==> config.mk <==
export PLATFORM = sky130hd
export DESIGN_NAME = dpcu_core
export DESIGN_NICKNAME = d
export VERILOG_FILES = /design/src/design/dpcu_pkg.sv /design/src/design/dpcu_step_if.sv /design/src/design/dpcu_rom_sig.sv /design/src/design/dpcu_reg_test.sv /design/src/design/dpcu_core.sv
export VERILOG_INCLUDE_DIRS = /design/src /design/src/design
export SDC_FILE = /design/constraint.sdc
export NUM_CORES = 1
export LEC_CHECK = 0
export BUFFER_PORTS_ARGS = -buffer_cell sky130_fd_sc_hd__buf_2
export CAP_MARGIN = 20
export CORE_AREA = 4 4 184 150
export DETAILED_ROUTE_END_ITERATION = 6
export DIE_AREA = 0 0 188 154
export PLACE_DENSITY = 0.78
export SETUP_SLACK_MARGIN = 0.15
export SYNTH_ARGS = -nofsm -noshare
export SYNTH_HDL_FRONTEND = slang
export SYNTH_SLANG_ARGS = --single-unit
==> constraint.sdc <==
create_clock -name clk -period 3.95 [get_ports clk]
set_clock_uncertainty 0.2 [all_clocks]
set_input_delay 0.5925 -clock clk [delete_from_list [all_inputs] [get_ports clk]]
set_output_delay 0.5925 -clock clk [all_outputs]
set_load 0.02 [all_outputs]
==> src/design/dpcu_params.svh <==
// Operation
// - a write to the command port starts a command without touching the shared command block
// - bits 31:4 carry an aligned host pointer, bits 3:0 the function code
// - byte writes take effect only once the top byte has been written
// - codes 0000 reset, 0001 self-test, 0010 selective, 0011 dump, 0111 wake-up dump
// - every command causes an internal selective or complete reset
// - a complete reset clears the control/status space and bus-master state
// - selective reset idles command and receive units and keeps configuration
// - self-test starts with selective reset, tests rom, registers, engine, writes results
// - rom words go through an lfsr; signature and verdict go to memory
// - every parallel register is written, read back and checked
// - a diagnose command goes to the serial subsystem and its verdict is kept
// - result word: overall bit 12, diagnose 5, registers 3, rom 2, 1 is fail
// - after self-test results, full internal reset and no completion indication
// - dump copies internal state and finishes with 0xA006 at dword 149
// - wake-up dump writes byte count at dword 1, 0xFF and 120 bytes if longer
// - packet bytes follow from dword 2, then 0xA000 into dword 0 last
`ifndef DPCU_PARAMS_SVH
`define DPCU_PARAMS_SVH
`define DPCU_PORT_OFS      4'h8
`define DPCU_TOP_LANE      3
`define DPCU_PTR_LSB       4
`define DPCU_FN_SWRESET    4'h0
`define DPCU_FN_SELFTEST   4'h1
`define DPCU_FN_SELRESET   4'h2
`define DPCU_FN_DUMP       4'h3
`define DPCU_FN_WAKEDUMP   4'h7
`define DPCU_DUMP_LAST     8'h95
`define DPCU_DUMP_DONE     32'h0000_A006
`define DPCU_WAKE_DONE     32'h0000_A000
`define DPCU_WAKE_MAX      11'h078
`define DPCU_WAKE_OVER     8'hFF
`define DPCU_WAKE_CNT_DW   8'h01
`define DPCU_WAKE_DAT_DW   8'h02
`define DPCU_ST_OVERALL    12
`define DPCU_ST_DIAG       5
`define DPCU_ST_REGS       3
`define DPCU_ST_ROM        2
`define DPCU_LFSR_SEED     32'hFFFF_FFFF
`define DPCU_LFSR_POLY     32'h04C1_1DB7
`define DPCU_PAT_A         16'h5555
`define DPCU_PAT_B         16'hAAAA
`endif

==> src/design/dpcu_pkg.sv <==
package dpcu_pkg;
    typedef enum logic [3:0] {
        DPCU_IDLE,
        DPCU_ST_ROM,
        DPCU_ST_REG,
        DPCU_ST_DIAG,
        DPCU_ST_SIG,
        DPCU_ST_RES,
        DPCU_DMP_DAT,
        DPCU_DMP_END,
        DPCU_WK_CNT,
        DPCU_WK_DAT,
        DPCU_WK_STAT,
        DPCU_FIN
    } dpcu_state_t;
    typedef logic [31:0] dpcu_word_t;
endpackage

==> src/design/dpcu_step_if.sv <==
`timescale 1ns/10ps
interface dpcu_step_if;
    logic start;
    logic done;
    logic fail;
    modport ctl  (output start, input done, input fail);
    modport unit (input start, output done, output fail);
endinterface

==> src/design/dpcu_rom_sig.sv <==
`timescale 1ns/10ps
`include "dpcu_params.svh"
module dpcu_rom_sig #(
    parameter int         ROM_AW   = 8,
    parameter logic [31:0] GOOD_SIG = 32'h0000_0000
) (
    input  wire logic              clk,
    input  wire logic              reset,
    dpcu_step_if.unit              step,
    output logic [ROM_AW-1:0]      rom_addr,
    input  wire logic [31:0]       rom_data,
    output dpcu_pkg::dpcu_word_t   signature
);
    import dpcu_pkg::*;
    logic              run_reg;
    logic              last_reg;
    logic [31:0]       mix;

    always_comb begin
        mix = signature ^ rom_data;
        mix = mix[31] ? ((mix << 1) ^ `DPCU_LFSR_POLY) : (mix << 1);
    end

    // every rom word in order, data used in the same cycle as its address
    always_ff @(posedge clk) begin
        step.done <= 1'b0;
        if (reset) begin
            run_reg   <= 1'b0;
            last_reg  <= 1'b0;
            rom_addr  <= '0;
            signature <= `DPCU_LFSR_SEED;
            step.fail <= 1'b0;
        end else if (step.start) begin
            run_reg   <= 1'b1;
            last_reg  <= 1'b0;
            rom_addr  <= '0;
            signature <= `DPCU_LFSR_SEED;
        end else if (run_reg && last_reg) begin
            run_reg   <= 1'b0;
            step.done <= 1'b1;
            step.fail <= (signature != GOOD_SIG);
        end else if (run_reg) begin
            signature <= mix;
            rom_addr  <= rom_addr + 1'b1;
            last_reg  <= &rom_addr;
        end
    end
endmodule

==> src/design/dpcu_reg_test.sv <==
`timescale 1ns/10ps
`include "dpcu_params.svh"
module dpcu_reg_test #(
    parameter int NREG = 16
) (
    input  wire logic clk,
    input  wire logic reset,
    dpcu_step_if.unit step
);
    import dpcu_pkg::*;
    localparam int IW = $clog2(NREG);
    logic [15:0]   bank [NREG];
    logic [IW-1:0] idx_reg;
    logic [1:0]    phase_reg;
    logic          run_reg;
    logic [15:0]   pat;

    assign pat = phase_reg[1] ? `DPCU_PAT_B : `DPCU_PAT_A;

    // phase 0/2 writes a pattern, 1/3 reads it back
    always_ff @(posedge clk) begin
        step.done <= 1'b0;
        if (reset) begin
            run_reg   <= 1'b0;
            idx_reg   <= '0;
            phase_reg <= 2'd0;
            step.fail <= 1'b0;
        end else if (step.start) begin
            run_reg   <= 1'b1;
            idx_reg   <= '0;
            phase_reg <= 2'd0;
            step.fail <= 1'b0;
        end else if (run_reg) begin
            if (!phase_reg[0]) begin
                bank[idx_reg] <= pat;
            end else if (bank[idx_reg] != pat) begin
                step.fail <= 1'b1;
            end
            if (idx_reg == IW'(NREG - 1)) begin
                idx_reg   <= '0;
                phase_reg <= phase_reg + 2'd1;
                if (phase_reg == 2'd3) begin
                    run_reg   <= 1'b0;
                    step.done <= 1'b1;
                end
            end else begin
                idx_reg <= idx_reg + 1'b1;
            end
        end
    end
endmodule

==> src/design/dpcu_core.sv <==
`timescale 1ns/10ps
`include "dpcu_params.svh"
module dpcu_core #(
    parameter int          ROM_AW   = 8,
    parameter int          NREG     = 16,
    parameter logic [31:0] GOOD_SIG = 32'h0000_0000
) (
    input  wire logic                clk,
    input  wire logic                reset,
    input  wire logic                csr_wr,
    input  wire logic [3:0]          csr_addr,
    input  wire logic [3:0]          csr_be,
    input  wire logic [31:0]         csr_wdata,
    output logic                     busy,
    output logic                     complete_reset,
    output logic                     selective_reset,
    output logic                     mem_req,
    output logic [31:0]              mem_addr,
    output dpcu_pkg::dpcu_word_t     mem_data,
    input  wire logic                mem_ack,
    output logic [ROM_AW-1:0]        rom_addr,
    input  wire logic [31:0]         rom_data,
    output logic                     diag_req,
    input  wire logic                diag_done,
    input  wire logic                diag_fail,
    output logic [7:0]               dump_idx,
    input  wire logic [31:0]         dump_data,
    input  wire logic [10:0]         wake_len,
    output logic [4:0]               wake_idx,
    input  wire logic [31:0]         wake_data
);
    import dpcu_pkg::*;

    dpcu_step_if rom_step ();
    dpcu_step_if reg_step ();

    dpcu_state_t state_reg;
    logic [31:0] port_reg;
    logic [31:0] port_next;
    logic        go;
    logic        int_reset;
    logic [31:0] ptr_reg;
    logic        rom_fail_reg;
    logic        reg_fail_reg;
    logic        diag_fail_reg;
    logic [31:0] sig;
    logic        end_complete_reg;
    logic [10:0] posted;
    logic [7:0]  wake_cnt;
    logic [4:0]  wake_last;
    logic [31:0] st_word;

    // a complete reset also clears this block
    assign int_reset = reset | complete_reset;
    assign busy      = (state_reg != DPCU_IDLE);

    dpcu_rom_sig #(
        .ROM_AW   (ROM_AW),
        .GOOD_SIG (GOOD_SIG)
    ) u_rom (
        .clk       (clk),
        .reset     (int_reset),
        .step      (rom_step.unit),
        .rom_addr  (rom_addr),
        .rom_data  (rom_data),
        .signature (sig)
    );

    dpcu_reg_test #(
        .NREG (NREG)
    ) u_regs (
        .clk   (clk),
        .reset (int_reset),
        .step  (reg_step.unit)
    );

    // byte lanes merge into the staged word
    always_comb begin
        port_next = port_reg;
        for (int i = 0; i < 4; i++) begin
            if (csr_be[i]) begin
                port_next[8*i +: 8] = csr_wdata[8*i +: 8];
            end
        end
    end

    // only a write that covers the top lane fires the command
    assign go = csr_wr && (csr_addr == `DPCU_PORT_OFS)
                && csr_be[`DPCU_TOP_LANE] && !busy;

    always_ff @(posedge clk) begin
        if (int_reset) begin
            port_reg <= '0;
        end else if (csr_wr && csr_addr == `DPCU_PORT_OFS) begin
            port_reg <= port_next;
        end
    end

    // wake-up packet: clip to 120 bytes, count FFh when clipped
    assign posted    = (wake_len > `DPCU_WAKE_MAX) ? `DPCU_WAKE_MAX : wake_len;
    assign wake_cnt  = (wake_len > `DPCU_WAKE_MAX) ? `DPCU_WAKE_OVER : wake_len[7:0];
    assign wake_last = 5'((posted + 11'd3) >> 2) - 5'd1;

    // result word, 1 means fail
    always_comb begin
        st_word                   = '0;
        st_word[`DPCU_ST_ROM]     = rom_fail_reg;
        st_word[`DPCU_ST_REGS]    = reg_fail_reg;
        st_word[`DPCU_ST_DIAG]    = diag_fail_reg;
        st_word[`DPCU_ST_OVERALL] = rom_fail_reg | reg_fail_reg | diag_fail_reg;
    end

    // rom, register and diagnose verdicts
    always_ff @(posedge clk) begin
        if (int_reset) begin
            rom_fail_reg  <= 1'b0;
            reg_fail_reg  <= 1'b0;
            diag_fail_reg <= 1'b0;
        end else begin
            if (rom_step.done) begin
                rom_fail_reg <= rom_step.fail;
            end
            if (reg_step.done) begin
                reg_fail_reg <= reg_step.fail;
            end
            if (state_reg == DPCU_ST_DIAG && diag_done) begin
                diag_fail_reg <= diag_fail;
            end
        end
    end

    // reset pulses; self-test opens with a selective one
    always_ff @(posedge clk) begin
        if (reset) begin
            complete_reset  <= 1'b0;
            selective_reset <= 1'b0;
        end else begin
            complete_reset  <= 1'b0;
            selective_reset <= 1'b0;
            if (go && port_next[3:0] == `DPCU_FN_SWRESET) begin
                complete_reset <= 1'b1;
            end else if (go && port_next[3:0] == `DPCU_FN_SELRESET) begin
                selective_reset <= 1'b1;
            end else if (go && port_next[3:0] == `DPCU_FN_SELFTEST) begin
                selective_reset <= 1'b1;
            end else if (state_reg == DPCU_FIN) begin
                complete_reset  <= end_complete_reg;
                selective_reset <= !end_complete_reg;
            end
        end
    end

    // function sequencer and host memory writes
    always_ff @(posedge clk) begin
        rom_step.start <= 1'b0;
        reg_step.start <= 1'b0;
        if (int_reset) begin
            state_reg        <= DPCU_IDLE;
            ptr_reg          <= '0;
            mem_req          <= 1'b0;
            mem_addr         <= '0;
            mem_data         <= '0;
            diag_req         <= 1'b0;
            dump_idx         <= '0;
            wake_idx         <= '0;
            end_complete_reg <= 1'b0;
        end else begin
            case (state_reg)
                DPCU_IDLE: begin
                    ptr_reg  <= {port_next[31:`DPCU_PTR_LSB], 4'h0};
                    dump_idx <= '0;
                    wake_idx <= '0;
                    if (go) begin
                        case (port_next[3:0])
                            `DPCU_FN_SELFTEST: begin
                                state_reg        <= DPCU_ST_ROM;
                                rom_step.start   <= 1'b1;
                                end_complete_reg <= 1'b1;
                            end
                            `DPCU_FN_DUMP: begin
                                state_reg        <= DPCU_DMP_DAT;
                                end_complete_reg <= 1'b0;
                            end
                            `DPCU_FN_WAKEDUMP: begin
                                state_reg        <= DPCU_WK_CNT;
                                end_complete_reg <= 1'b0;
                            end
                            default: begin
                                state_reg <= DPCU_IDLE;
                            end
                        endcase
                    end
                end
                DPCU_ST_ROM: begin
                    if (rom_step.done) begin
                        state_reg      <= DPCU_ST_REG;
                        reg_step.start <= 1'b1;
                    end
                end
                DPCU_ST_REG: begin
                    if (reg_step.done) begin
                        state_reg <= DPCU_ST_DIAG;
                        diag_req  <= 1'b1;
                    end
                end
                DPCU_ST_DIAG: begin
                    if (diag_done) begin
                        diag_req  <= 1'b0;
                        state_reg <= DPCU_ST_SIG;
                    end
                end
                DPCU_ST_SIG: begin
                    if (!mem_req) begin
                        mem_req  <= 1'b1;
                        mem_addr <= ptr_reg;
                        mem_data <= sig;
                    end else if (mem_ack) begin
                        mem_req   <= 1'b0;
                        state_reg <= DPCU_ST_RES;
                    end
                end
                DPCU_ST_RES: begin
                    if (!mem_req) begin
                        mem_req  <= 1'b1;
                        mem_addr <= ptr_reg + 32'h0000_0004;
                        mem_data <= st_word;
                    end else if (mem_ack) begin
                        mem_req   <= 1'b0;
                        state_reg <= DPCU_FIN;
                    end
                end
                DPCU_DMP_DAT: begin
                    if (!mem_req) begin
                        mem_req  <= 1'b1;
                        mem_addr <= ptr_reg + {22'h0, dump_idx, 2'b00};
                        mem_data <= dump_data;
                    end else if (mem_ack) begin
                        mem_req <= 1'b0;
                        if (dump_idx == `DPCU_DUMP_LAST - 8'h01) begin
                            state_reg <= DPCU_DMP_END;
                        end else begin
                            dump_idx <= dump_idx + 8'h01;
                        end
                    end
                end
                DPCU_DMP_END: begin
                    if (!mem_req) begin
                        mem_req  <= 1'b1;
                        mem_addr <= ptr_reg + {22'h0, `DPCU_DUMP_LAST, 2'b00};
                        mem_data <= `DPCU_DUMP_DONE;
                    end else if (mem_ack) begin
                        mem_req   <= 1'b0;
                        state_reg <= DPCU_FIN;
                    end
                end
                DPCU_WK_CNT: begin
                    if (!mem_req) begin
                        mem_req  <= 1'b1;
                        mem_addr <= ptr_reg + {22'h0, `DPCU_WAKE_CNT_DW, 2'b00};
                        mem_data <= {24'h0, wake_cnt};
                    end else if (mem_ack) begin
                        mem_req   <= 1'b0;
                        state_reg <= (posted == 11'h000) ? DPCU_WK_STAT : DPCU_WK_DAT;
                    end
                end
                DPCU_WK_DAT: begin
                    if (!mem_req) begin
                        mem_req  <= 1'b1;
                        mem_addr <= ptr_reg
                                    + {22'h0, `DPCU_WAKE_DAT_DW + {3'b000, wake_idx}, 2'b00};
                        mem_data <= wake_data;
                    end else if (mem_ack) begin
                        mem_req <= 1'b0;
                        if (wake_idx == wake_last) begin
                            state_reg <= DPCU_WK_STAT;
                        end else begin
                            wake_idx <= wake_idx + 5'd1;
                        end
                    end
                end
                DPCU_WK_STAT: begin
                    if (!mem_req) begin
                        mem_req  <= 1'b1;
                        mem_addr <= ptr_reg;
                        mem_data <= `DPCU_WAKE_DONE;
                    end else if (mem_ack) begin
                        mem_req   <= 1'b0;
                        state_reg <= DPCU_FIN;
                    end
                end
                DPCU_FIN: begin
                    state_reg <= DPCU_IDLE;
                end
                default: begin
                    state_reg <= DPCU_IDLE;
                end
            endcase
        end
    end
endmodule

# After elaboration in Yosys (flattened, before gate mapping)
# Memories as Yosys holds them, arrays and structs flattened. A register that Yosys moved wholly into a read port is not among the register bits.
# Index checks and enable logic that the tools add are counted.
[totals] ff_bits=204 ram_bits=256 inputBits=153 out_inout_bits=90 elab_cells=227 n_memories=1
[mem_list] memory="u_regs.bank" depth=16 width=16 rd=1 rd_clocked_by_memory_dff=1 wr=1 line="dpcu_reg_test.sv:12" rtl="logic [15:0] bank [NREG];"
[classes] add_sub_neg=12 order_cmp=1 n_eq_ne=48 n_mux=80 bitwise=12 n_reduce_logical=45
[op_table] op="$mux 32" count=12
[op_table] op="$pmux 32 s7" count=1
[op_table] op="$pmux 32 s5" count=1
[op_table] op="$mux 4" count=19
[op_table] op="$mux 8" count=8
[op_table] op="$ne 2x2->1 const B" count=23
[op_table] op="$pmux 4 s9" count=1
[op_table] op="$add 32x10->32" count=1
[op_table] op="$add 32x10->32 const B" count=1
[op_table] op="$add 32x3->32 const B" count=1
[op_table] op="$add 32x8->32" count=1
[op_table] op="$reduce_bool 32->1" count=1
[op_table] op="$xor 32x32->32" count=1
[op_table] op="$mux 27" count=1
[op_table] op="$mux 1" count=26
[op_table] op="$eq 4x4->1 const B" count=6
[op_table] op="$eq 4x3->1 const B" count=5
[op_table] op="$add 8x1->8 const B" count=2
[op_table] op="$eq 4x2->1 const B" count=4
[op_table] op="$mux 16" count=1
[op_table] op="$ne 16x16->1" count=1
[op_table] op="$pmux 8 s2" count=1
[op_table] op="$reduce_and 16->1" count=1
[op_table] op="$reduce_and 8->1" count=2
[op_table] op="other kinds (37)" count=77

# Longest topological paths before layout
[depth] ltp_word=9 depth_mapped=16 depth_no_buf=15

# Cells and area by module
# A second synthesis with hierarchy kept.
[unflattened] hier_cells=1312 area_unflattened_um2=11683.7
[by_module_without_submodules] mod="dpcu_core" n_inst=1 cells_each=964 area_per_inst_um2=7782.5 seq_area_each_um2=2982.9
[by_module_without_submodules] mod="dpcu_rom_sig" n_inst=1 cells_each=218 area_per_inst_um2=2018.2 seq_area_each_um2=880.8
[by_module_without_submodules] mod="dpcu_reg_test" n_inst=1 cells_each=130 area_per_inst_um2=1883.1 seq_area_each_um2=1221.2

# Worst setup path after synthesis
# OpenSTA, ideal clock, no wires.
[synth_path] path_type="flip-flop to flip-flop" startpoint="register state_reg[0]" endpoint="register mem_addr[26]" setup_ns=0.132 arrival_time_ns=3.237 required_ns=3.618 slack_ns=0.380 stages_incl_launch_ff=16 path_buffers=3 cell_sequence="dfxtp_1 > buf_2 > clkbuf_1 > clkbuf_1 > nand2_1 > a21oi_1 > ha_1 > inv_1 > fa_1 > nor2b_1 > o21ai_0 > a21boi_1 > o211ai_1 > or3_1 > xnor2_1 > a21oi_1"
[synth_between] elab_chain_cells=4 word_cells_on_any_way=17 classes_between="eq/ne: 12; mux: 1; reduce/logical: 4"
[synth_rtl] element="start, declared" line="dpcu_core.sv:37" rtl="dpcu_state_t state_reg;"
[synth_rtl] element="start signal, assigned" line="dpcu_core.sv:263" rtl="state_reg <= (posted == 11'h000) ? DPCU_WK_STAT : DPCU_WK_DAT;"
[synth_rtl] element="$eq 4x4->1 / $eq 4x3->1 (equally long branches)" line="dpcu_core.sv:168" rtl="case (state_reg)"
[synth_rtl] element="$reduce_or 2->1 (no source line)"
[synth_rtl] element="$reduce_bool 5->1 (no source line) / $ne 2x2->1 (equally long branches)"
[synth_rtl] element="$reduce_and 6->1 (no source line)"
[synth_rtl] element="end signal, assigned" line="dpcu_core.sv:215" rtl="mem_addr <= ptr_reg;"
[synth_rtl] element="end signal, assigned" line="dpcu_core.sv:225" rtl="mem_addr <= ptr_reg + 32'h0000_0004;"
[synth_rtl] element="end signal, assigned" line="dpcu_core.sv:235" rtl="mem_addr <= ptr_reg + {22'h0, dump_idx, 2'b00};"
[synth_rtl] element="end, declared" line="dpcu_core.sv:18" rtl="output logic [31:0] mem_addr,"
# Several ways; a longest one is shown, not always the timed one.
# A chain may end at the register's enable or synchronous reset.

# Worst setup path in the final report
[layout_path] startpoint="register state_reg[1]" endpoint="register mem_addr[29]"
# Same word-level chain as after synthesis.

==> results.sh <==
export IMPL_ys_types=77
export IMPL_fp_coreArea_um2=25900
export IMPL_grt_usage_pct=22.9
export IMPL_power_frac_clock_pct=45.5
export IMPL_synth_main_ff_cell="dfxtp_1"
export IMPL_max_stage_delay_ns=0.51
export IMPL_tightestPinTransition_ns=0.775
export IMPL_min_from="diag_fail"
export IMPL_avgSynthCellArea_um2=8.97
export IMPL_overflow=0
export IMPL_grt_first_pass_wirelength_mm=54.5
export IMPL_synthCells=1276
export IMPL_fin_util_pct=53.3
export IMPL_most_common_layout_cells="buf_2, dfxtp_1, nor2_1"
export IMPL_clock_path_buffers=3
export IMPL_setup_viol=0
export IMPL_cts_max_level=1
export IMPL_worstPathArrival_ns=3.79
export IMPL_insertion_delay_ns=0.52
export IMPL_hold_viol_final=0
export IMPL_wl_per_cell_um=18.8
export IMPL_port_buffers=240
export IMPL_die_width_um=188
export IMPL_rsz0062_at_grt="false"
export IMPL_cts_root_buffer="clkbuf_16"
export IMPL_hpwl_mm=25.9
export IMPL_synth_seq_cells=238
export IMPL_cp_slowest_cell="a211oi_1"
export IMPL_finalNetCount=1644
export IMPL_fmax_mhz=277
export IMPL_synth_area_um2=11500
export IMPL_finalCritPeriodShare_pct=91.4
export IMPL_cp_num_buf_inv=2
export IMPL_p_seq_share_pct=46.3
export IMPL_switchingPower_mw=1.29
export IMPL_die_area_um2=29000
export IMPL_rows=53
export IMPL_drc=0
export IMPL_antenna_found_initial=10
export IMPL_gp_congestion=0.941
export IMPL_cpLargestDelayFamily="simple AND/OR/NAND/NOR gates"
export IMPL_cts_sinks=238
export IMPL_grt_max_degree=66
export IMPL_path_cells="buf_4 -> inv_1 -> nand2_1 -> o21ai_0 -> o21ai_0 -> ha_1 -> or2_2 -> a211oi_1 -> nor2_1 -> and4_1 -> xnor2_1 -> a21oi_1"
export IMPL_fin_setup_tns_ns=0
export IMPL_r2r_start="state_reg[1]"
export IMPL_cts_hold_buf=0
export IMPL_start_util_pct=44.2
export IMPL_run_status="finished, final reports clean"
export IMPL_yosysSeqAreaShare_pct=44.4
export IMPL_path_clk_slew_ns=0.06
export IMPL_cap_violations=0
export IMPL_start_kind="flop"
export IMPL_worstSetupPathType="flop to flop"
export IMPL_cts_tree="built"
export IMPL_drive_above_1_share_pct=22.8
export IMPL_cts_buffers=26
export IMPL_mostFrequentLayoutCell="buf_2"
export IMPL_hp_class="input port to flop"
export IMPL_switching_share_pct=23.5
export IMPL_crit_start="state_reg[1]"
export IMPL_intPower_mw=4.21
export IMPL_synthArstFlopShare_pct=0
export IMPL_vias=10600
export IMPL_pin_count=243
export IMPL_cp_max_fo=20
export IMPL_post_route_min_period_ns=3.61
export IMPL_cp_end_kind="flop"
export IMPL_drt_wl_total_mm=34.9
export IMPL_grt_pass1_vias=9803
export IMPL_route_detailed_vias_per_inst=5.70
export IMPL_pwr_share_comb_pct=8.2
export IMPL_leakage_nw=5.72
export IMPL_die_h_um=154
export IMPL_yosys_warnings=0
export IMPL_first_pass_iters=6
export IMPL_crit_top_cell="o21ai_0"
export IMPL_drtIter0Drc=1010
export IMPL_slew_violations=0
export IMPL_syn2layout_area_growth_pct=20.7
export IMPL_required_ns=4.13
export IMPL_peakVddDrop_uv=304
export IMPL_antenna_left=0
export IMPL_synth_edff_count=32
export IMPL_relSlewSlack_pct=48.3
export IMPL_powerDensity_nw_per_um2=398
## worst register-to-register path, stage by stage, from the launching register on
cell and delay, ns:
dfxtp_1 0.32, buf_4 0.21, inv_1 0.14, nand2_1 0.22, o21ai_0 0.25, o21ai_0 0.21
ha_1 0.27, or2_2 0.35, a211oi_1 0.51, nor2_1 0.27, and4_1 0.28, xnor2_1 0.16
a21oi_1 0.09
## power groups by stage
stage	clock, mW	sequential, mW	combinational (mW)
global route	2.65	2.55	0.498
global placement	0	2.60	0.435
CTS	2.55	2.55	0.449
finish	2.50	2.55	0.453
floorplan	0	2.58	0.284
detailed placement	0	2.60	0.444
## metal layers
| layer | vias to the layer above | share of wire (%) | GRT usage (%) |
|---|---|---|---|
| li1 | 5070 | - | - |
| met1 | 4926 | 44 | 31.7 |
| met2 | 484 | 44 | 35.9 |
| met3 | 68 | 9.7 | 6.74 |
| met4 | 18 | 2.0 | 4.89 |
| met5 | - | 0.33 | 0 |
## logic make-up after synthesis
group | Yosys count | synth area share, %
AND/OR/NAND/NOR | 422 | 17.3
AO/OA/AOI/OAI | 338 | 19.5
flip-flops | 238 | 44.4
buffers and inverters | 120 | 4.43
XOR/XNOR | 84 | 6.42
multiplexers | 56 | 6.00
adder cells (fa/ha/maj) | 17 | 1.92
other | 1 | 0.0327
## through the flow
step | area [um^2] | total power [mW] | instances | setup slack [ns] | hold WS (ns)
after floorplan | 11500 | 2.86 | 1277 | 0.380 | 0.229
after global placement | 12900 | 3.03 | 1800 | 0.488 | 0.240
after detailed placement | 12900 | 3.04 | 1800 | 0.354 | 0.246
after CTS | 13800 | 5.54 | 1847 | 0.306 | 0.112
after global routing | 13800 | 5.70 | 1851 | 0.238 | 0.132
final | 13800 | 5.51 | 1853 | 0.341 | 0.139
## final cells by class
class                   count  area, um^2
clock inverters             5        56.3
diodes                      3        7.51
repair buffers            262        1380
multi-input cells         919        5900
flip-flops and latches    238        5090
inverters                  27         101
well taps                 357         447
fillers                  2365       12100
clock buffers              42         848
## cell usage after synthesis (5+ instances only)
cell type / number / area, um^2
a22oi_1: 8 / 60.1
clkbuf_1: 72 / 270
or3_1: 10 / 62.6
nand3b_1: 5 / 37.5
o21a_1: 7 / 52.6
or2_2: 6 / 37.5
buf_2: 5 / 25.0
xor2_1: 20 / 175
a211oi_1: 61 / 458
ha_1: 16 / 200
edfxtp_1: 32 / 961
nor4_1: 13 / 81.3
nand4_1: 17 / 106
dfxtp_1: 206 / 4120
xnor2_1: 64 / 561
buf_1: 10 / 37.5
a222oi_1: 21 / 210
o21ai_0: 63 / 315
nor2_1: 148 / 556
o211ai_1: 37 / 278
nand2b_1: 8 / 50.1
nor3_1: 15 / 75.1
mux4_2: 10 / 225
nand2_1: 110 / 413
nand3_1: 51 / 255
mux2i_1: 45 / 450
a21oi_1: 95 / 475
inv_1: 27 / 101
and3_1: 8 / 50.1
## what timing repair did
item                       4_1_cts  5_1_grt
resized for setup                0        2
setup endpoints to repair        0        1
buffers inserted                 0        1
## final timing paths
kind                                      end  cells after the start  slack, ns
worst max-delay path             mem_addr[29]                     12       0.34
worst min-delay path            diag_fail_reg                      3       0.14
worst max register to register   mem_addr[29]                     12       0.34
worst min register to register    port_reg[6]                      2       0.25
(Power assumes the default switching activity.)
